File: config.mk
export PLATFORM = sky130hd
export DESIGN_NAME = pgowm_top
export DESIGN_NICKNAME = d
export VERILOG_FILES = /design/src/rtl/pgowm_pkg.sv /design/src/rtl/pgowm_edge.sv /design/src/rtl/pgowm_top.sv
export VERILOG_INCLUDE_DIRS = /design/src /design/src/rtl
export SDC_FILE = /design/constraint.sdc
export NUM_CORES = 1
export LEC_CHECK = 0
export ABC_CLOCK_PERIOD_IN_PS = 3700
export BUFFER_PORTS_ARGS = -buffer_cell sky130_fd_sc_hd__buf_4
export CAP_MARGIN = 0
export CORE_ASPECT_RATIO = 0.8
export CORE_UTILIZATION = 43
export DETAILED_ROUTE_END_ITERATION = 8
export GPL_ROUTABILITY_DRIVEN = 0
export PLACE_DENSITY = 0.65
export SLEW_MARGIN = 0
export SYNTH_ARGS = -nofsm -noshare
export SYNTH_HDL_FRONTEND = slang
export SYNTH_SLANG_ARGS = --single-unit
File: constraint.sdc
create_clock -name mclk -period 3.7 [get_ports mclk]
set_clock_uncertainty 0.1 [all_clocks]
set_input_delay 0.555 -clock mclk [delete_from_list [all_inputs] [get_ports mclk]]
set_output_delay 0.555 -clock mclk [all_outputs]
set_load 0.005 [all_outputs]
File: src/rtl/pgowm_defs.svh
// Register offsets, field positions, reset values and codes of the pulse timer
`ifndef PGOWM_DEFS_SVH
`define PGOWM_DEFS_SVH

`define PGOWM_ADDR_W 12

`define PGOWM_OFF_MODE 12'h000
`define PGOWM_OFF_CCC 12'h004
`define PGOWM_OFF_TOC 12'h008
`define PGOWM_OFF_PRM 12'h00C
`define PGOWM_OFF_CNT 12'h010
`define PGOWM_OFF_CRA 12'h014
`define PGOWM_OFF_CRB 12'h018

`define PGOWM_MODE_OVF 0
`define PGOWM_MODE_LO 2
`define PGOWM_MODE_HI 3

`define PGOWM_CCC_CRA_CAP 0
`define PGOWM_CCC_CRA_SEL 1
`define PGOWM_CCC_CRB_CAP 2
`define PGOWM_CCC_HI 2

`define PGOWM_TOC_OE 0
`define PGOWM_TOC_TOG_A 1
`define PGOWM_TOC_LVR 2
`define PGOWM_TOC_LVS 3
`define PGOWM_TOC_TOG_B 4
`define PGOWM_TOC_OS_EN 5
`define PGOWM_TOC_OS_TRIG 6

`define PGOWM_PRM_ESA_LO 0
`define PGOWM_PRM_ESA_HI 1
`define PGOWM_PRM_ESB_LO 2
`define PGOWM_PRM_ESB_HI 3
`define PGOWM_PRM_PS_LO 4
`define PGOWM_PRM_PS_HI 5

`define PGOWM_EDGE_FALL 2'h0
`define PGOWM_EDGE_RISE 2'h1
`define PGOWM_EDGE_BOTH 2'h3

`define PGOWM_CNT_MAX 16'hFFFF
`define PGOWM_CNT_ZERO 16'h0000
`define PGOWM_RST_REG 16'h0000
`define PGOWM_RST_PRM 6'h00
`define PGOWM_RD_ZERO 32'h0000_0000

`endif

File: src/rtl/pgowm_pkg.sv
// Types shared by the pulse timer modules
package pgowm_pkg;

   typedef enum logic [1:0] {
      mode_stop,
      mode_free,
      mode_edge_clr,
      mode_match_clr
   } pgowm_mode_t;

   typedef struct packed {
      pgowm_mode_t mode;
      logic ovf;
      logic [2:0] ccc;
      logic oe;
      logic tog_a;
      logic tog_b;
      logic os_en;
      logic [5:0] prm;
      logic [2:0] div;
      logic [15:0] cnt;
      logic [15:0] cra;
      logic [15:0] crb;
      logic level;
      logic pin;
      logic armed;
      logic irq_a;
      logic irq_b;
      logic [31:0] prdata;
      logic pready;
      logic pslverr;
   } pgowm_state_t;

   typedef struct packed {
      logic s1;
      logic s2;
      logic prev;
   } pgowm_sync_t;

endpackage

File: src/rtl/pgowm_edge.sv
// Two-stage synchroniser and edge detector for one trigger pin
`timescale 1ns/1ps
`default_nettype none

module pgowm_edge (
   input wire logic mclk,
   input wire logic rst_n,
   input wire logic pin,
   output logic rise,
   output logic fall
);

   pgowm_pkg::pgowm_sync_t q;
   pgowm_pkg::pgowm_sync_t d;

   always_comb begin
      d = q;
      d.s1 = pin;
      d.s2 = q.s1;
      d.prev = q.s2;
   end

   always_ff @(posedge mclk or negedge rst_n) begin
      if (!rst_n) begin
         q <= '0;
      end else begin
         q <= d;
      end
   end

   // First stage feeds only the second
   assign rise = q.s2 & ~q.prev;
   assign fall = ~q.s2 & q.prev;

endmodule

`default_nettype wire

File: src/rtl/pgowm_top.sv
// Pulse generator, one-shot and pulse-width timer with APB registers
//
// What this block does
// - Mode field 11 selects pulse generation, counter restarts on compare A match.
// - Free-running counter wraps FFFFH to 0000H and sets the overflow flag.
// - Pulse mode: compare A match raises match A event and clears counter.
// - Pulse mode: compare B match raises match B event, counter keeps running.
// - Pulse period is A+1 count clocks, duty (B+1)/(A+1).
// - One-shot is enabled by mode 01 or 10 plus the one-shot enable bit.
// - Software trigger bit or valid input A edge clears and restarts the counter.
// - Each trigger yields exactly one output pulse, length set by B minus A.
// - In one-shot, either compare match raises its event and, while armed, inverts the output.
// - Trigger to pulse start takes A+1 count clocks.
// - One-shot active level lasts B minus A count clocks.
// - Two-input capture: input A edge captures into B, input B edge into A.
// - One-input capture: reverse A edge captures into A, valid edge into B.
// - Mode 10 capture: reverse edge into A, valid edge into B and clears counter.
// - Reading the counter register returns the current count.
// - Capture A trigger is selectable between input B and input A.
//
// The register addresses and the APB interface to the registers were chosen for this implementation.
`timescale 1ns/1ps
`default_nettype none
`include "pgowm_defs.svh"

module pgowm_top (
   input wire logic mclk,
   input wire logic rst_n,
   input wire logic psel,
   input wire logic penable,
   input wire logic pwrite,
   input wire logic [11:0] paddr,
   input wire logic [31:0] pwdata,
   output logic [31:0] prdata,
   output logic pready,
   output logic pslverr,
   input wire logic trigger_input_a,
   input wire logic trigger_input_b,
   output logic pulse_out_pin,
   output logic match_irq_a,
   output logic match_irq_b
);

   pgowm_pkg::pgowm_state_t q;
   pgowm_pkg::pgowm_state_t d;

   logic [1:0] pins;
   logic [1:0] rise;
   logic [1:0] fall;

   assign pins = {trigger_input_b, trigger_input_a};

   genvar g;
   generate
      for (g = 0; g < 2; g = g + 1) begin : g_sync
         pgowm_edge u_edge (
            .mclk(mclk),
            .rst_n(rst_n),
            .pin(pins[g]),
            .rise(rise[g]),
            .fall(fall[g])
         );
      end
   endgenerate

   logic setup;
   logic wr;
   logic mapped;
   logic [2:0] div_mask;
   logic tick;
   logic [1:0] esa;
   logic [1:0] esb;
   logic valid_a;
   logic valid_b;
   logic rev_a;
   logic running;
   logic os_mode;
   logic sw_trig;
   logic trig;
   logic match_a;
   logic match_b;
   logic cap_a;
   logic cap_b;
   logic tog;

   assign setup = psel & ~penable;
   // Writes land only at the access edge that the slave accepts
   assign wr = psel & penable & pwrite & q.pready;
   assign mapped = (paddr == `PGOWM_OFF_MODE) | (paddr == `PGOWM_OFF_CCC) |
                   (paddr == `PGOWM_OFF_TOC) | (paddr == `PGOWM_OFF_PRM) |
                   (paddr == `PGOWM_OFF_CNT) | (paddr == `PGOWM_OFF_CRA) |
                   (paddr == `PGOWM_OFF_CRB);

   // Count clock is mclk divided by 1, 2, 4 or 8
   assign div_mask = (q.prm[`PGOWM_PRM_PS_HI:`PGOWM_PRM_PS_LO] == 2'h0) ? 3'h0 :
                     (q.prm[`PGOWM_PRM_PS_HI:`PGOWM_PRM_PS_LO] == 2'h1) ? 3'h1 :
                     (q.prm[`PGOWM_PRM_PS_HI:`PGOWM_PRM_PS_LO] == 2'h2) ? 3'h3 : 3'h7;
   assign tick = ((q.div & div_mask) == div_mask);

   assign esa = q.prm[`PGOWM_PRM_ESA_HI:`PGOWM_PRM_ESA_LO];
   assign esb = q.prm[`PGOWM_PRM_ESB_HI:`PGOWM_PRM_ESB_LO];
   assign valid_a = ((esa == `PGOWM_EDGE_RISE) & rise[0]) |
                    ((esa == `PGOWM_EDGE_FALL) & fall[0]) |
                    ((esa == `PGOWM_EDGE_BOTH) & (rise[0] | fall[0]));
   assign valid_b = ((esb == `PGOWM_EDGE_RISE) & rise[1]) |
                    ((esb == `PGOWM_EDGE_FALL) & fall[1]) |
                    ((esb == `PGOWM_EDGE_BOTH) & (rise[1] | fall[1]));
   // With both edges selected there is no reverse phase
   assign rev_a = ((esa == `PGOWM_EDGE_RISE) & fall[0]) |
                  ((esa == `PGOWM_EDGE_FALL) & rise[0]);

   assign running = (q.mode != pgowm_pkg::mode_stop);
   assign os_mode = q.os_en & ((q.mode == pgowm_pkg::mode_free) |
                               (q.mode == pgowm_pkg::mode_edge_clr));
   assign sw_trig = wr & (paddr == `PGOWM_OFF_TOC) & pwdata[`PGOWM_TOC_OS_TRIG];
   assign trig = os_mode & (sw_trig | valid_a);

   // Matches are evaluated on count clocks only
   assign match_a = running & tick & ~q.ccc[`PGOWM_CCC_CRA_CAP] & (q.cnt == q.cra);
   assign match_b = running & tick & ~q.ccc[`PGOWM_CCC_CRB_CAP] & (q.cnt == q.crb);

   assign cap_b = running & q.ccc[`PGOWM_CCC_CRB_CAP] & valid_a;
   assign cap_a = running & q.ccc[`PGOWM_CCC_CRA_CAP] &
                  (q.ccc[`PGOWM_CCC_CRA_SEL] ? rev_a : valid_b);

   // One-shot toggles only while armed, so a wrap cannot start a second pulse
   assign tog = ((match_a & q.tog_a) ^ (match_b & q.tog_b)) &
                (~os_mode | q.armed);

   always_comb begin
      d = q;
      d.irq_a = 1'b0;
      d.irq_b = 1'b0;
      d.div = q.div + 3'h1;
      d.pready = setup;
      d.pslverr = setup & ~mapped;

      if (setup) begin
         d.prdata = `PGOWM_RD_ZERO;
         case (paddr)
            `PGOWM_OFF_MODE: begin
               d.prdata[`PGOWM_MODE_HI:`PGOWM_MODE_LO] = q.mode;
               d.prdata[`PGOWM_MODE_OVF] = q.ovf;
            end
            `PGOWM_OFF_CCC: d.prdata[`PGOWM_CCC_HI:0] = q.ccc;
            `PGOWM_OFF_TOC: begin
               d.prdata[`PGOWM_TOC_OE] = q.oe;
               d.prdata[`PGOWM_TOC_TOG_A] = q.tog_a;
               d.prdata[`PGOWM_TOC_TOG_B] = q.tog_b;
               d.prdata[`PGOWM_TOC_OS_EN] = q.os_en;
            end
            `PGOWM_OFF_PRM: d.prdata[`PGOWM_PRM_PS_HI:0] = q.prm;
            `PGOWM_OFF_CNT: d.prdata[15:0] = q.cnt;
            `PGOWM_OFF_CRA: d.prdata[15:0] = q.cra;
            `PGOWM_OFF_CRB: d.prdata[15:0] = q.crb;
            default: d.prdata = `PGOWM_RD_ZERO;
         endcase
      end

      if (wr) begin
         case (paddr)
            `PGOWM_OFF_MODE: begin
               d.mode = pgowm_pkg::pgowm_mode_t'(pwdata[`PGOWM_MODE_HI:`PGOWM_MODE_LO]);
               // Writing 0 clears the flag, writing 1 leaves it
               if (!pwdata[`PGOWM_MODE_OVF]) begin
                  d.ovf = 1'b0;
               end
            end
            `PGOWM_OFF_CCC: d.ccc = pwdata[`PGOWM_CCC_HI:0];
            `PGOWM_OFF_TOC: begin
               d.oe = pwdata[`PGOWM_TOC_OE];
               d.tog_a = pwdata[`PGOWM_TOC_TOG_A];
               d.tog_b = pwdata[`PGOWM_TOC_TOG_B];
               d.os_en = pwdata[`PGOWM_TOC_OS_EN];
               // Preset of the output level only while stopped; both set is ignored
               if (!running && (pwdata[`PGOWM_TOC_LVS] != pwdata[`PGOWM_TOC_LVR])) begin
                  d.level = pwdata[`PGOWM_TOC_LVS];
               end
            end
            `PGOWM_OFF_PRM: d.prm = pwdata[`PGOWM_PRM_PS_HI:0];
            `PGOWM_OFF_CRA: d.cra = pwdata[15:0];
            `PGOWM_OFF_CRB: d.crb = pwdata[15:0];
            default: d.prm = q.prm;
         endcase
      end

      if (!running) begin
         d.cnt = `PGOWM_CNT_ZERO;
         d.armed = 1'b0;
      end else if (trig || ((q.mode == pgowm_pkg::mode_edge_clr) && valid_a)) begin
         d.cnt = `PGOWM_CNT_ZERO;
      end else if (tick) begin
         if ((q.mode == pgowm_pkg::mode_match_clr) && match_a) begin
            d.cnt = `PGOWM_CNT_ZERO;
         end else begin
            d.cnt = q.cnt + 16'h0001;
         end
         // Set beats a same-cycle software clear
         if (q.cnt == `PGOWM_CNT_MAX) begin
            d.ovf = 1'b1;
         end
      end

      if (running && os_mode) begin
         if (trig) begin
            d.armed = 1'b1;
         end else if (match_b) begin
            d.armed = 1'b0;
         end
      end else begin
         d.armed = 1'b0;
      end

      if (running && tog) begin
         d.level = ~q.level;
      end

      // Hardware capture wins over a register write in the same cycle
      if (cap_b) begin
         d.crb = q.cnt;
      end
      if (cap_a) begin
         d.cra = q.cnt;
      end

      d.irq_a = match_a | (cap_a & ~q.ccc[`PGOWM_CCC_CRA_SEL]);
      d.irq_b = match_b | cap_b;

      d.pin = d.oe & d.level;
   end

   always_ff @(posedge mclk or negedge rst_n) begin
      if (!rst_n) begin
         q <= '0;
      end else begin
         q <= d;
      end
   end

   assign prdata = q.prdata;
   assign pready = q.pready;
   assign pslverr = q.pslverr;
   assign pulse_out_pin = q.pin;
   assign match_irq_a = q.irq_a;
   assign match_irq_b = q.irq_b;
endmodule

`default_nettype wire

==> results of run 1 <==
==> layer usage <==
| layer | track usage [%] | routed length [um] | up-vias | share of wire [%] |
|---|---|---|---|---|
| met1 | 30.0 | 6320 | 2066 | 46 |
| met4 | 5.97 | 185 | 0 | 1.3 |
| met3 | 5.40 | 944 | 16 | 6.9 |
| met2 | 35.0 | 6270 | 141 | 46 |
| met5 | 0 | 0 | - | 0 |
| li1 | - | - | 2036 | - |
==> cell type report <==
cell class	instances	area (um^2)
inverter	14	52.6
fill	1164	6080
multi-input combinational	414	2680
tap	171	214
timing repair buffer	71	533
clock inverter	5	105
sequential	96	2400
clock buffer	11	233
==> registers in the layout (all words and copies together) (netlist names) <==
name,count
esa,2
g_sync.u_edge.q,2
match_irq_b,1
pslverr,1
pready,1
g_sync.u_edge.d,4
match_irq_a,1
q,65
prdata,16
esb,2
pulse_out_pin,1
==> cell usage in the layout (no fill, tap or decap), types with 11 or more instances in the layout <==
master / instances
o21ai_0: 36
dfrtp_1: 96
a21oi_1: 35
conb_1: 16
mux2_2: 11
buf_4: 71
xor2_1: 31
nor2_1: 50
nand3_1: 20
nand2_1: 61
mux2i_1: 46
inv_1: 13
==> worst max-delay path by stage <==
stage / start / to / slack [ns] / cells past startpoint
6_report: q[83] / q[76] / 1.02 / 7
5_1_grt: q[83] / q[76] / 0.88 / 7
4_1_cts: q[105] / pulse_out_pin / 1.06 / 7
3_5_place_dp: psel / q[103] / 0.95 / 8
3_3_place_gp: psel / q[103] / 0.98 / 8
2_1_floorplan: paddr[8] / q[61] / 1.30 / 8
==> power breakdown <==
part	switching, mW	internal (mW)
sequential	0.0821	1.09
clock	0.403	0.661
combinational	0.139	0.108
total	0.624	1.86
==> logic make-up (layout without fill, tap and decap cells) <==
family	count (synthesis)	count (layout)	share of synthesized area (%)
flip-flops	96	96	43.7
other	1	16	0.0683
multiplexers	57	57	10.6
AND/OR/NAND/NOR	179	179	15.7
buffers and inverters	84	101	8.59
adder cells (fa/ha/maj)	9	9	2.05
XOR/XNOR	35	35	5.72
AO/OA/AOI/OAI	118	118	13.5
==> stage by stage <==
step                power [mW]  util, %  setup WS, ns  hold WS [ns]
floorplan                 1.33        -          1.30         0.159
global placement          1.43     47.8         0.978         0.233
detailed placement        1.44     47.8         0.950         0.237
CTS                       2.50     50.6          1.06         0.165
global route              2.58     50.6         0.883         0.190
finish                    2.48     50.6          1.02         0.140
==> critical path, stage by stage (launching register included) <==
cell and delay [ns]:
dfrtp_1 0.53, xor2_1 0.21, nor3_1 0.45, nand3_1 0.20, o21ba_2 0.40, or2_2 0.41
o311ai_0 0.13, a21oi_1 0.11
==> metrics.txt, run 1 <==
final period utilization=between 70 and 80%; critical path class=reg -> reg; RSZ-0062 raised after global routing=false; TritonCTS clock tree=yes; DRT iter0 DRCs=between 300 and 400; status=finished, final reports clean; Via density=around 5.4; num ports=88; Post-Syn Area=5490 um^2; Synth warnings=0; CP Data Arrival Time=~2.8 ns; Area after DPL=5880 um^2; GRT Residual Overflow=0; clk sinks=96; Num CTS Buffers=9; Mapped Cells=579; Final min period=between 2 and 3 ns; core area=12300 um^2; fin cells=782; TritonRoute pass-1 iters=5; Avg Inst Size Synth=9.48 um^2; share of layout cells above drive strength 1=a little under a fifth; Clock Tree Buf Depth=2; Reg clk slew, reported paths=0.06 ns; Die H=103 um; Port Buf Inserts=55; largest net degree at the start of global routing=52; Worst-Margin Slew=0.730 ns; Reg2Reg Depth=7; DP Wirelength=~10 mm; placed cell count=766; Clk Tree Root Cell=clkbuf_16; min-delay worst type=in -> async; Max Clk Rate=373 MHz; DR WL/cell=17.5 um; # H-tree levels=3; synth unique cells=between 50 and 60; max-cap violations=0; Synth area leaders=dfrtp_1 44%, mux2i_1 8.4%, xor2_1 4.9%; DRT Wirelength=13.7 mm; post_cts resized=0; worst skew pair latency=0.35 ns; Commonest cells post-synth=96 x dfrtp_1, 61 x nand2_1, 50 x nor2_1; max_slew headroom=around half; initial antenna violation count=0; global-route wire length before repair=21.8 mm; RR Startpoint=q[83]; DRC viols=0; VDD IR-drop max=0.000253 V; dominant synthesized flop cell=dfrtp_1; CP endpoint kind=flip-flop; leakage power=2.52 nW; # rows=36; setup bufs post-CTS=0; CP startpoint kind=flip-flop; hold-fix buffers at CTS=0; Starting Density=44.7%; FF-to-FF setup slack=about 1 ns; Pwr Density=399 nW/um^2; ANT nets after route=0; count leader, synth=dfrtp_1; Worst Path Required=3.83 ns; max-slew violations=0; area share of the largest cell type after synthesis=a little over two fifths; Final Cell Area=between 6000 and 7000 um^2; via count=4259; number of global-route vias before repair=4067; RR Endpoint=q[76]; Final setup viols=0; Seq/Total Area, Yosys=43.7%; crit-path max FO=22; final-report hold violation count=0; cell taking the most area after synthesis=dfrtp_1; Final TNS setup=0 ns; antenna fix cells=0; die area=13200 um^2; synthesis-stage register bit count=96; Layout Nets=666; gr usage total=approximately 22%; synthesis-to-layout area growth=13.3%; Synth async-reset ratio=100%; DIE WIDTH=about 130 um; number of enable flip-flop cells after synthesis=0
(Power assumes the default switching activity.)
==> run 2: changes to the inputs <==
- ABC_AREA: not set -> 1
- ABC_CLOCK_PERIOD_IN_PS: 3700 -> 2600
- clock period: 3.7 -> 2.6 ns (I/O delays scaled with it)
==> run 2 against run 1 <==
- critical path depth rose by 3
- critical path type unchanged
- design area rose by 7.3%
- synthesized cell count rose by 33%
- first-iteration DRC count rose by 35%
- final cell count rose by 27%
- routed wire length rose by 21%
- die area rose by 7.8%
- sequential cell count did not move
- sequential power rose by 30%
- power rose by 22%
- count of clock-buffer cells in the layout did not move
- worst hold slack got worse by 0.095 ns
==> metrics.txt, run 2 <==
Reg power frac=around half; clock group share of total power=44.2%; Commonest cells post-synth=190 x nand2_1, 96 x dfrtp_1, 96 x inv_1; Seq/Total Area, Yosys=40.5%; dominant synthesized flop cell=dfrtp_1; synthesis-to-layout area growth=12.6%; CP endpoint kind=flip-flop; placed cell count=slightly below 1000; die area=14300 um^2; Worst Path Buf+Inv=2; Synth async-reset ratio=100%; Multi-input gate area=around 2800 um^2; most common cell after layout, fill and taps aside=nand2_1; Starting Density=a little under half; max-slew violations=0; leakage power=about 3.2 nW; max FFs per register=65; final-report hold violation count=0; area share of the largest cell type after synthesis=between 40% and 50%; core area=13100 um^2; TritonCTS clock tree=yes; register area=~2400 um^2; switch share=a little under a quarter; max_slew headroom=57.0%; DP Wirelength=12.2 mm; min-delay worst type=in -> reg; Clock Tree Buf Depth=2; Final Util=about half; CP peak stage delay=0.41 ns; antenna fix cells=0; CP Data Arrival Time=between 2 and 3 ns; synthesis-stage register bit count=96; Num CTS Buffers=9; num ports=88; DIE WIDTH=133 um; DRT Wirelength=between 15 and 20 mm; VDD IR-drop max=0.000288 V; # rows=37; combinational power share=roughly 5.6%; clk sinks=between 90 and 100; Worst Path Required=between 2 and 3 ns; initial antenna violation count=0; # H-tree levels=3; cell taking the most area after synthesis=dfrtp_1; ANT nets after route=0; global-route wire length before repair=between 20 and 30 mm; count leader, synth=nand2_1; GRT Residual Overflow=0; Avg Inst Size Synth=roughly 7.7 um^2; post_cts resized=0; slowest CP cell=dfrtp_1; delay-heaviest family, CP=simple AND/OR/NAND/NOR gates; most frequent cells in the layout=190 x nand2_1, 96 x inv_1, 96 x dfrtp_1; largest net degree at the start of global routing=54; Post-Syn Area=5930 um^2; pre-CTS setup slack=roughly 0.28 ns; Worst Setup Slack, final=0.189 ns; max-cap violations=0; Final setup viols=0; TritonRoute pass-1 iters=5; crit-path max FO=12; DR WL/cell=16.8 um; Final TNS setup=0 ns; Synth warnings=0; Layout Nets=~870; number of global-route vias before repair=4881; gr usage total=between 20% and 30%; Final min period=2.41 ns; register with the most flip-flops=q; internal power=2.32 mW; via count=5358; Mapped Cells=~770; number of enable flip-flop cells after synthesis=0; DRT iter0 DRCs=489; Worst-Margin Slew=about 0.64 ns; Pwr Density=453 nW/um^2; worst hold slack=0.0454 ns; DRC viols=0; Via density=~5.4; fin cells=roughly 990; fillcell total=1280; CP startpoint kind=flip-flop; worst skew pair latency=0.35 ns; Clk Tree Root Cell=clkbuf_16; share of layout cells above drive strength 1=17.3%; RSZ-0062 raised after global routing=false; Port Buf Inserts=55; Synth area leaders=dfrtp_1 41%, nand2_1 12%, inv_1 6.1%; critical path, cell by cell=inv_1 -> ha_1 -> inv_1 -> nand4_1 -> nor2_1 -> nand4_2 -> nand3_2 -> nor2_1 -> nand2_1 -> o21ai_1; Die H=107 um; Net Sw Power=696 uW; status=finished, final reports clean; Max Clk Rate=415 MHz; critical path class=reg -> reg; Reg clk slew, reported paths=0.07 ns; final period utilization=92.7%; synth unique cells=46
==> run 2: changes by cell type after synthesis, moves of 9 or more <==
| cell | delta |
|---|---|
| mux2_2 | -10 |
| o22ai_1 | +10 |
| a222oi_1 | -9 |
| inv_1 | +83 |
| clkbuf_1 | -15 |
| o22ai_2 | +12 |
| nand3_1 | +9 |
| a21oi_1 | -24 |
| mux2i_1 | -46 |
| xor2_1 | -21 |
| o21ai_1 | +18 |
| nand2_1 | +129 |
| o21ai_0 | +34 |
| o211ai_1 | +9 |
==> run 2: layout make-up <==
cell class	count	share of cell area (%)
inverters	106	5.96
multi-input cells	526	42.1
flip-flops and latches	96	36.0
clock inverters	5	0.862
repair buffers	72	8.32
well taps	175	3.28
clock buffers	11	3.49
==> run 2: worst paths after layout <==
path	end	from	cells after the start	slack [ns]
hold / removal	g_sync[1].u_edge.d[1]	trigger_input_b	1	0.05
min in group asynchronous	prdata[10]	rst_n	2	0.48
setup / recovery	q[85]	q[104]	10	0.19
hold reg to reg	g_sync[1].u_edge.d[0]	g_sync[1].u_edge.d[1]	0	0.25
setup reg to reg	q[85]	q[104]	10	0.19
max in group asynchronous	q[71]	rst_n	3	1.18
==> run 2: power by group through the flow <==
stage,sequential [mW],clock [mW],combinational (mW)
6_report,1.52,1.33,0.170
5_1_grt,1.52,1.42,0.190
4_1_cts,1.52,1.36,0.172
3_5_place_dp,1.55,0,0.170
3_3_place_gp,1.55,0,0.168
2_1_floorplan,1.54,0,0.0840
==> run 2: cells by family after synthesis <==
family | Yosys count | share of synthesized area (%)
simple gates | 321 | 24.3
compound gates | 167 | 18.3
buf+inv | 162 | 13.0
flops | 96 | 40.5
xor+xnor | 12 | 1.77
fa+ha+maj | 9 | 1.90
other cells | 1 | 0.0633
mux | 1 | 0.190
==> run 2: what timing repair did <==
item	in CTS	in global routing
buffers inserted	0	0
hold endpoints to repair	43	0
hold buffers	1	0
==> run 2: per-stage QoR <==
stage	instance area, um^2	power [mW]
floorplan	5980	1.63
global placement	6380	1.71
detailed placement	6380	1.72
CTS	6680	3.05
global route	6680	3.13
finish	6680	3.02
==> run 2: per-layer routing <==
layer  GRT usage [%]  wire, um  vias up
met5               0         0        -
met1            34.6      7630     2525
li1                -         -     2551
met2            35.5      7230      249
met3            4.82      1400       33
met4            7.63       349        0
